`src/pkg/async_rx_map.vh`:
```
`ifndef ASYNC_RX_MAP_VH
`define ASYNC_RX_MAP_VH

// ----------------------------------------
// register byte addresses
// ----------------------------------------
`define ADDR_RX_HOLDING 4'h0
`define ADDR_STATUS 4'h4
`define ADDR_CONTROL 4'h8

// ----------------------------------------
// port_status_reg fields
// ----------------------------------------
`define ST_DATA_READY 0
`define ST_OVERRUN 1
`define ST_FRAMING 2
`define ST_BREAK 3
`define ST_IRQ_PEND 4
`define ST_BUSY 5

// ----------------------------------------
// async_port_control fields
// ----------------------------------------
`define CTL_ENABLE 0
`define CTL_STOP_TWO 1
`define CTL_RX_IRQ_MASK 2
`define CTL_RESET_VAL 32'h0000_0001

// ----------------------------------------
// timing and bus response codes
// ----------------------------------------
`define BAUD_DIV_DEF 16'd1736
`define BAUD_DIV_W 16
`define SLVERR_RESP 2'b10
`define OKAY_RESP 2'b00

`endif
```
`src/design/async_serial_receiver.v`:
```
// Chosen here: the AXI4-Lite register port and the address map.
`timescale 1ns/100ps
`include "async_rx_map.vh"

// Summary of operation
// - a falling edge on rx starts reception; the start bit is then tested
// - after a good start bit, eight data bits shift in, lsb first
// - holding register and shift register are both eight bits wide
// - stop bits expected follow the control setting; sender must send them
// - bad stop bit sets framing error, raises irq, hunts for next start
// - good stop bit copies shift register to holding register and raises irq
// - loading sets data ready; reading holding register clears it
// - shift register is free for the next character right after transfer
// - loading before previous character read sets overrun flag
// - after a character the receiver idles until the next falling edge
// - control setting selects one or two stop bits
// - break on rx sets break flag and raises the port irq
// - overrun raises irq; receive irqs suppressed by the mask bit
module async_serial_receiver #(
   parameter BAUD_W = `BAUD_DIV_W,
   parameter [`BAUD_DIV_W-1:0] BAUD_DIV = `BAUD_DIV_DEF
) (
   input wire aclk,
   input wire aresetn,
   input wire ce,
   input wire rx,
   output wire async_port_irq,
   input wire [3:0] s_axi_awaddr,
   input wire s_axi_awvalid,
   output wire s_axi_awready,
   input wire [31:0] s_axi_wdata,
   input wire [3:0] s_axi_wstrb,
   input wire s_axi_wvalid,
   output wire s_axi_wready,
   output wire [1:0] s_axi_bresp,
   output wire s_axi_bvalid,
   input wire s_axi_bready,
   input wire [3:0] s_axi_araddr,
   input wire s_axi_arvalid,
   output wire s_axi_arready,
   output wire [31:0] s_axi_rdata,
   output wire [1:0] s_axi_rresp,
   output wire s_axi_rvalid,
   input wire s_axi_rready
);
   // ----------------------------------------
   // states
   // ----------------------------------------
   localparam [2:0] S_IDLE = 3'd0;
   localparam [2:0] S_START = 3'd1;
   localparam [2:0] S_DATA = 3'd2;
   localparam [2:0] S_STOP1 = 3'd3;
   localparam [2:0] S_STOP2 = 3'd4;
   localparam [2:0] S_BREAK = 3'd5;

   // ----------------------------------------
   // registers
   // ----------------------------------------
   reg [2:0] state_q;
   reg [7:0] rx_shift_reg;
   reg [2:0] bit_cnt_q;
   reg [7:0] rx_holding_reg;
   reg rx_data_ready_flag;
   reg overrun_flag;
   reg framing_error_flag;
   reg break_flag;
   reg irq_flag_reg;
   reg [31:0] async_port_control;
   reg rx_prev_q;
   reg all_zero_q;
   reg [3:0] aw_addr_q;
   reg aw_full_q;
   reg [31:0] w_data_q;
   reg [3:0] w_strb_q;
   reg w_full_q;
   reg bvalid_q;
   reg [1:0] bresp_q;
   reg rvalid_q;
   reg [31:0] rdata_q;
   reg [1:0] rresp_q;

   wire rx_s;
   wire enable;
   wire stop_bit_select;
   wire rx_irq_mask_bit;
   wire half_tick;
   wire fall;
   wire restart;
   wire [31:0] port_status_reg;
   assign enable = async_port_control[`CTL_ENABLE];
   assign stop_bit_select = async_port_control[`CTL_STOP_TWO];
   assign rx_irq_mask_bit = async_port_control[`CTL_RX_IRQ_MASK];

   // ----------------------------------------
   // rx pin synchroniser and bit timing
   // ----------------------------------------
   rx_sync2 #(.RESET_VAL(1'b1)) u_sync (
      .aclk(aclk),
      .aresetn(aresetn),
      .ce(ce),
      .d(rx),
      .q(rx_s)
   );

   assign fall = rx_prev_q && !rx_s;
   assign restart = (state_q == S_IDLE) || (state_q == S_BREAK);

   baud_tick_gen #(.W(BAUD_W)) u_baud (
      .aclk(aclk),
      .aresetn(aresetn),
      .ce(ce),
      .restart(restart),
      .period(BAUD_DIV),
      .half_tick(half_tick),
      .full_tick()
   );

   // ----------------------------------------
   // bus decode
   // ----------------------------------------
   wire wr_go;
   wire rd_go;
   wire rd_holding;
   wire wr_status;
   wire wr_control;
   assign s_axi_awready = ce && !aw_full_q && !bvalid_q;
   assign s_axi_wready = ce && !w_full_q && !bvalid_q;
   assign wr_go = aw_full_q && w_full_q && !bvalid_q;
   assign s_axi_arready = ce && !rvalid_q;
   assign rd_go = s_axi_arvalid && s_axi_arready;
   assign rd_holding = ce && rd_go && (s_axi_araddr == `ADDR_RX_HOLDING);
   assign wr_status = ce && wr_go && (aw_addr_q == `ADDR_STATUS) && w_strb_q[0];
   assign wr_control = ce && wr_go && (aw_addr_q == `ADDR_CONTROL);

   // ----------------------------------------
   // receive state machine
   // ----------------------------------------
   reg load_ok;
   reg load_fe;
   reg brk_ev;
   always @(posedge aclk) begin
      if (!aresetn) begin
         state_q <= S_IDLE;
         rx_shift_reg <= 8'h00;
         bit_cnt_q <= 3'd0;
         rx_prev_q <= 1'b1;
         all_zero_q <= 1'b0;
         load_ok <= 1'b0;
         load_fe <= 1'b0;
         brk_ev <= 1'b0;
      end else if (ce) begin
         rx_prev_q <= rx_s;
         load_ok <= 1'b0;
         load_fe <= 1'b0;
         brk_ev <= 1'b0;
         if (!enable) begin
            state_q <= S_IDLE;
         end else begin
            case (state_q)
               S_IDLE: begin
                  if (fall) begin
                     state_q <= S_START;
                  end
               end
               S_START: begin
                  if (half_tick) begin
                     if (!rx_s) begin
                        state_q <= S_DATA;
                        bit_cnt_q <= 3'd0;
                        all_zero_q <= 1'b1;
                     end else begin
                        state_q <= S_IDLE;
                     end
                  end
               end
               S_DATA: begin
                  if (half_tick) begin
                     rx_shift_reg <= {rx_s, rx_shift_reg[7:1]};
                     all_zero_q <= all_zero_q && !rx_s;
                     bit_cnt_q <= bit_cnt_q + 3'd1;
                     if (bit_cnt_q == 3'd7) begin
                        state_q <= S_STOP1;
                     end
                  end
               end
               S_STOP1: begin
                  if (half_tick) begin
                     if (!rx_s) begin
                        load_fe <= 1'b1;
                        if (all_zero_q) begin
                           brk_ev <= 1'b1;
                           state_q <= S_BREAK;
                        end else begin
                           state_q <= S_IDLE;
                        end
                     end else if (stop_bit_select) begin
                        state_q <= S_STOP2;
                     end else begin
                        load_ok <= 1'b1;
                        state_q <= S_IDLE;
                     end
                  end
               end
               S_STOP2: begin
                  if (half_tick) begin
                     if (!rx_s) begin
                        load_fe <= 1'b1;
                     end else begin
                        load_ok <= 1'b1;
                     end
                     state_q <= S_IDLE;
                  end
               end
               S_BREAK: begin
                  if (rx_s) begin
                     state_q <= S_IDLE;
                  end
               end
               default: begin
                  state_q <= S_IDLE;
               end
            endcase
         end
      end
   end

   // ----------------------------------------
   // holding register and status flags
   // ----------------------------------------
   wire [7:0] wclr;
   wire rx_event;
   assign wclr = wr_status ? w_data_q[7:0] : 8'h00;
   assign rx_event = load_ok || load_fe || brk_ev || (load_ok && rx_data_ready_flag);
   always @(posedge aclk) begin
      if (!aresetn) begin
         rx_holding_reg <= 8'h00;
         rx_data_ready_flag <= 1'b0;
         overrun_flag <= 1'b0;
         framing_error_flag <= 1'b0;
         break_flag <= 1'b0;
         irq_flag_reg <= 1'b0;
      end else if (ce) begin
         if (load_ok) begin
            rx_holding_reg <= rx_shift_reg;
            rx_data_ready_flag <= 1'b1;
         end else if (rd_holding) begin
            rx_data_ready_flag <= 1'b0;
         end
         if (load_ok && rx_data_ready_flag && !rd_holding) begin
            overrun_flag <= 1'b1;
         end else if (wclr[`ST_OVERRUN]) begin
            overrun_flag <= 1'b0;
         end
         if (load_fe) begin
            framing_error_flag <= 1'b1;
         end else if (wclr[`ST_FRAMING]) begin
            framing_error_flag <= 1'b0;
         end
         if (brk_ev) begin
            break_flag <= 1'b1;
         end else if (wclr[`ST_BREAK]) begin
            break_flag <= 1'b0;
         end
         if (rx_event && !rx_irq_mask_bit) begin
            irq_flag_reg <= 1'b1;
         end else if (wclr[`ST_IRQ_PEND]) begin
            irq_flag_reg <= 1'b0;
         end
      end
   end
   assign async_port_irq = irq_flag_reg;

   assign port_status_reg = {26'h000_0000, (state_q != S_IDLE), irq_flag_reg,
      break_flag, framing_error_flag, overrun_flag, rx_data_ready_flag};

   // ----------------------------------------
   // axi4-lite slave
   // ----------------------------------------
   always @(posedge aclk) begin
      if (!aresetn) begin
         aw_addr_q <= 4'h0;
         aw_full_q <= 1'b0;
         w_data_q <= 32'h0000_0000;
         w_strb_q <= 4'h0;
         w_full_q <= 1'b0;
         bvalid_q <= 1'b0;
         bresp_q <= `OKAY_RESP;
         rvalid_q <= 1'b0;
         rdata_q <= 32'h0000_0000;
         rresp_q <= `OKAY_RESP;
         async_port_control <= `CTL_RESET_VAL;
      end else if (ce) begin
         if (s_axi_awvalid && s_axi_awready) begin
            aw_addr_q <= s_axi_awaddr;
            aw_full_q <= 1'b1;
         end
         if (s_axi_wvalid && s_axi_wready) begin
            w_data_q <= s_axi_wdata;
            w_strb_q <= s_axi_wstrb;
            w_full_q <= 1'b1;
         end
         if (wr_go) begin
            aw_full_q <= 1'b0;
            w_full_q <= 1'b0;
            bvalid_q <= 1'b1;
            if (aw_addr_q == `ADDR_STATUS || aw_addr_q == `ADDR_CONTROL) begin
               bresp_q <= `OKAY_RESP;
            end else begin
               bresp_q <= `SLVERR_RESP;
            end
            if (wr_control && w_strb_q[0]) begin
               async_port_control <= {29'h0000_0000, w_data_q[2:0]};
            end
         end else if (bvalid_q && s_axi_bready) begin
            bvalid_q <= 1'b0;
         end
         if (rd_go) begin
            rvalid_q <= 1'b1;
            rresp_q <= `OKAY_RESP;
            case (s_axi_araddr)
               `ADDR_RX_HOLDING: rdata_q <= {24'h00_0000, rx_holding_reg};
               `ADDR_STATUS: rdata_q <= port_status_reg;
               `ADDR_CONTROL: rdata_q <= async_port_control;
               default: begin
                  rdata_q <= 32'h0000_0000;
                  rresp_q <= `SLVERR_RESP;
               end
            endcase
         end else if (rvalid_q && s_axi_rready) begin
            rvalid_q <= 1'b0;
         end
      end
   end

   assign s_axi_bvalid = bvalid_q;
   assign s_axi_bresp = bresp_q;
   assign s_axi_rvalid = rvalid_q;
   assign s_axi_rdata = rdata_q;
   assign s_axi_rresp = rresp_q;
endmodule

```
`src/design/baud_tick_gen.v`:
```
`timescale 1ns/100ps
module baud_tick_gen #(
   parameter W = 16
) (
   input wire aclk,
   input wire aresetn,
   input wire ce,
   input wire restart,
   input wire [W-1:0] period,
   output wire half_tick,
   output wire full_tick
);
   reg [W-1:0] cnt_q;
   wire [W-1:0] half;
   assign half = {1'b0, period[W-1:1]};
   always @(posedge aclk) begin
      if (!aresetn) begin
         cnt_q <= {W{1'b0}};
      end else if (ce) begin
         if (restart || full_tick) begin
            cnt_q <= {W{1'b0}};
         end else begin
            cnt_q <= cnt_q + {{(W-1){1'b0}}, 1'b1};
         end
      end
   end
   assign half_tick = ce && !restart && (cnt_q == half);
   assign full_tick = ce && !restart && (cnt_q == period - {{(W-1){1'b0}}, 1'b1});
endmodule

```
`src/design/rx_sync2.v`:
```
`timescale 1ns/100ps
module rx_sync2 #(
   parameter RESET_VAL = 1'b1
) (
   input wire aclk,
   input wire aresetn,
   input wire ce,
   input wire d,
   output wire q
);
   reg s1_q;
   reg s2_q;
   always @(posedge aclk) begin
      if (!aresetn) begin
         s1_q <= RESET_VAL;
         s2_q <= RESET_VAL;
      end else if (ce) begin
         s1_q <= d;
         s2_q <= s1_q;
      end
   end
   assign q = s2_q;
endmodule

```
`config.mk`:
```
export PLATFORM = sky130hd
export DESIGN_NAME = async_serial_receiver
export DESIGN_NICKNAME = d
export VERILOG_FILES = /design/src/design/async_serial_receiver.v /design/src/design/baud_tick_gen.v /design/src/design/rx_sync2.v
export VERILOG_INCLUDE_DIRS = /design/src /design/src/pkg
export SDC_FILE = /design/constraint.sdc
export NUM_CORES = 1
export LEC_CHECK = 0
export ABC_CLOCK_PERIOD_IN_PS = 3090
export BUFFER_PORTS_ARGS = -buffer_cell sky130_fd_sc_hd__buf_2
export CELL_PAD_IN_SITES_DETAIL_PLACEMENT = 1
export CELL_PAD_IN_SITES_GLOBAL_PLACEMENT = 1
export CORE_MARGIN = 2
export CORE_UTILIZATION = 42
export CTS_CLUSTER_SIZE = 14
export DETAILED_ROUTE_END_ITERATION = 8
export PLACE_DENSITY = 0.88
export RECOVER_POWER = 50
export SLEW_MARGIN = 15
export SYNTH_ARGS = -nofsm -noshare
export SYNTH_HDL_FRONTEND = slang
export SYNTH_SLANG_ARGS = --single-unit
```
`constraint.sdc`:
```
create_clock -name aclk -period 3.09 [get_ports aclk]
set_clock_uncertainty 0.2 [all_clocks]
set_input_delay 0.618 -clock aclk [delete_from_list [all_inputs] [get_ports aclk]]
set_output_delay 0.618 -clock aclk [all_outputs]
set_load 0.02 [all_outputs]
```
==> metrics.txt <==
hold path depth 2; vias per inst 5.19; total grt overflow 0; nets 511; RSZ-0062 raised after global routing no; Synth Flop Type dfxtp_1; status completed; CTS root buf clkbuf_8; DR iter-0 viols 158; hold_buf cts 0; Die ar. 0.00961 sq mm; Core Area 0.00864 sq mm; iteration count of the initial detailed-routing pass 4; H-tree Lvls 3; Crit. Startpoint ce; peak supply drop 0.189 mV; Worst R2R Start u_baud.cnt_q[0]; Final Hold Viols 0; Post-CTS Setup Bufs 0; Startpoint Class input port; Cell Pwr Density 483 mW/mm^2; sequential area share after synthesis 0.415; data required time of the worst path 3130 ps; DP Wirelength 6.10 mm; Worst R2R End u_baud.cnt_q[2]; number of flip-flops in the largest register 16; Routed wire per std cell 14.9 um; Final ANT Viol Nets 0; Setup TNS Final 0 ps; Lkg Pwr 1.57 nW; area grow syn2layout 9.30%; Worst Max-Slew Pin Slew 687 ps; final setup vio count 0; CTS tree built; largest register by flop count u_baud.cnt_q; CP Capture Type register; Mapped Area 0.00371 sq mm; DR vias 2943; CTS Buf Count 9; worst skew pair latency 360 ps; initial antenna violation count 0; Max-slew headroom 0.542; total track usage 0.181; Routability Congestion 0.842; num ports 95; cell area after placement 0.00389 sq mm; Arr. time, crit path 2550 ps; maximum clock path buffer count 2; internal reg-to-reg setup slack 700 ps; Yosys cell types 48; FMAX 398 MHz; max_cap viols 0; Max Slew Vio Count 0; first-pass GRT wire length 14.2 mm; Synth Register Bits 77; final worst path period share 0.813; Final Critical Period 2510 ps; Chip Height 98.0 um; clock-pin slew of the registers on the worst-case setup and hold paths 90 ps; Setup crit end break_flag; EDFF count, synth 0; Clock Sinks 77; Diodes inserted 0; crit-path max FO 14; chip width 98.0 um; largest net degree at the start of global routing 35; Hold Path Origin rx_shift_reg[0]; routed wire length 8.42 mm; vias in the first global route 2956; ratio of cells with drive above 1 in the final layout 0.113; number of fill cells 1040; fin area 0.00406 sq mm; fraction of registers with async set/reset 0; Crit Path Category input port to register; FP Rows 34; DRC viols 0; IO Port Bufs 38; Worst R2R Path Depth 6; Synth Instances 422; Initial Utilization 0.430; post-CTS sizing 0; min-delay worst type register to register; Yosys Warn Count 0; Avg Cell Area, Syn 8.80 sq um
## layout make-up
| cell class | count | area (sq um) | area share |
|---|---|---|---|
| inverters | 12 | 45.0 | 0.0111 |
| repair buffers | 43 | 203 | 0.0499 |
| multi-input cells | 311 | 1940 | 0.477 |
| clock inverters | 6 | 70.1 | 0.0173 |
| flip-flops and latches | 77 | 1540 | 0.380 |
| well taps | 108 | 135 | 0.0333 |
| clock buffers | 10 | 128 | 0.0314 |
## report_power, final
| part | internal, W | switching [W] |
|---|---|---|
| Sequential | 0.00101 | 0.0000183 |
| Clock | 0.000379 | 0.000396 |
| Combinational | 0.0000554 | 0.000105 |
| Total | 0.00144 | 0.000519 |
## routing by layer
| layer | wire length [um] | GRT usage | up-vias |
|---|---|---|---|
| met5 | 0 | 0 | - |
| met4 | 141 | 0.0673 | 0 |
| met3 | 334 | 0.0365 | 11 |
| met2 | 4250 | 0.314 | 73 |
| met1 | 3700 | 0.221 | 1423 |
| li1 | - | - | 1436 |
## logic make-up (layout without fill, tap and decap cells)
family | Yosys count | in the layout | share of synthesized area
fa+ha+maj | 4 | 4 | 0.0135
buf+inv | 59 | 71 | 0.0886
mux | 31 | 31 | 0.0835
other cells | 1 | 26 | 0.00101
flops | 77 | 77 | 0.415
compound gates | 58 | 58 | 0.111
xor+xnor | 18 | 18 | 0.0424
simple gates | 174 | 174 | 0.245
## cell usage after synthesis (2+ instances only)
cell type	number	area share
dfxtp_1	77	0.41
nand2_1	51	0.052
nor2b_1	36	0.061
nor2_1	33	0.033
mux2i_1	31	0.084
buf_4	26	0.053
clkbuf_1	13	0.013
xor2_1	13	0.031
a21boi_0	12	0.024
inv_1	12	0.012
o21ai_0	12	0.016
buf_2	8	0.011
a22oi_1	7	0.014
nand3_1	7	0.0094
nand4_1	7	0.012
and2_1	6	0.010
nor3_1	5	0.0067
xnor2_1	5	0.012
a21boi_1	4	0.0081
a21oi_1	4	0.0054
and3_1	4	0.0067
ha_1	4	0.013
nand3b_1	4	0.0081
o21a_1	4	0.0081
o21ai_1	4	0.0054
nand4b_1	3	0.0071
o211ai_1	3	0.0061
a2111oi_2	2	0.0081
a311oi_1	2	0.0047
nand2b_1	2	0.0034
nor3b_1	2	0.0040
nor4_1	2	0.0034
nor4b_1	2	0.0047
## stage by stage
| step | std cells | power [W] | hold WS [ps] | utilization | setup WS (ps) |
|---|---|---|---|---|---|
| after floorplan | 447 | 0.00119 | 241 | - | 967 |
| after global placement | 551 | 0.00120 | 252 | 0.450 | 790 |
| after detailed placement | 551 | 0.00121 | 258 | 0.450 | 754 |
| after CTS | 567 | 0.00198 | 270 | 0.473 | 735 |
| after global routing | 567 | 0.00204 | 287 | 0.470 | 378 |
| final | 567 | 0.00196 | 266 | 0.470 | 578 |
## how the worst min path moves through the flow
stage | end | slack (ps)
2_1_floorplan | rx_holding_reg[0] | 240
3_3_place_gp | rx_holding_reg[0] | 250
3_5_place_dp | rx_holding_reg[0] | 260
4_1_cts | rx_holding_reg[0] | 270
5_1_grt | rx_holding_reg[0] | 290
6_report | rx_holding_reg[0] | 270
## critical path, cell delays in order
cell and delay (ps):
clkbuf_1 440, clkbuf_1 570, nand3b_1 160, nor4_1 200
clkbuf_1 220, nand2_1 120, a22oi_1 160, nor2b_1 70
## cells in the final DEF, fill, tap and decap left out, types with 9 or more instances in the layout
cell type  count
nor2b_1       36
nor2_1        33
conb_1        26
o21ai_0       12
dfxtp_1       77
clkbuf_1      17
a21boi_0      12
xor2_1        13
nand2_1       51
inv_1         12
clkbuf_8       9
buf_2         24
mux2i_1       31
Power figures use the tool's default switching activity.
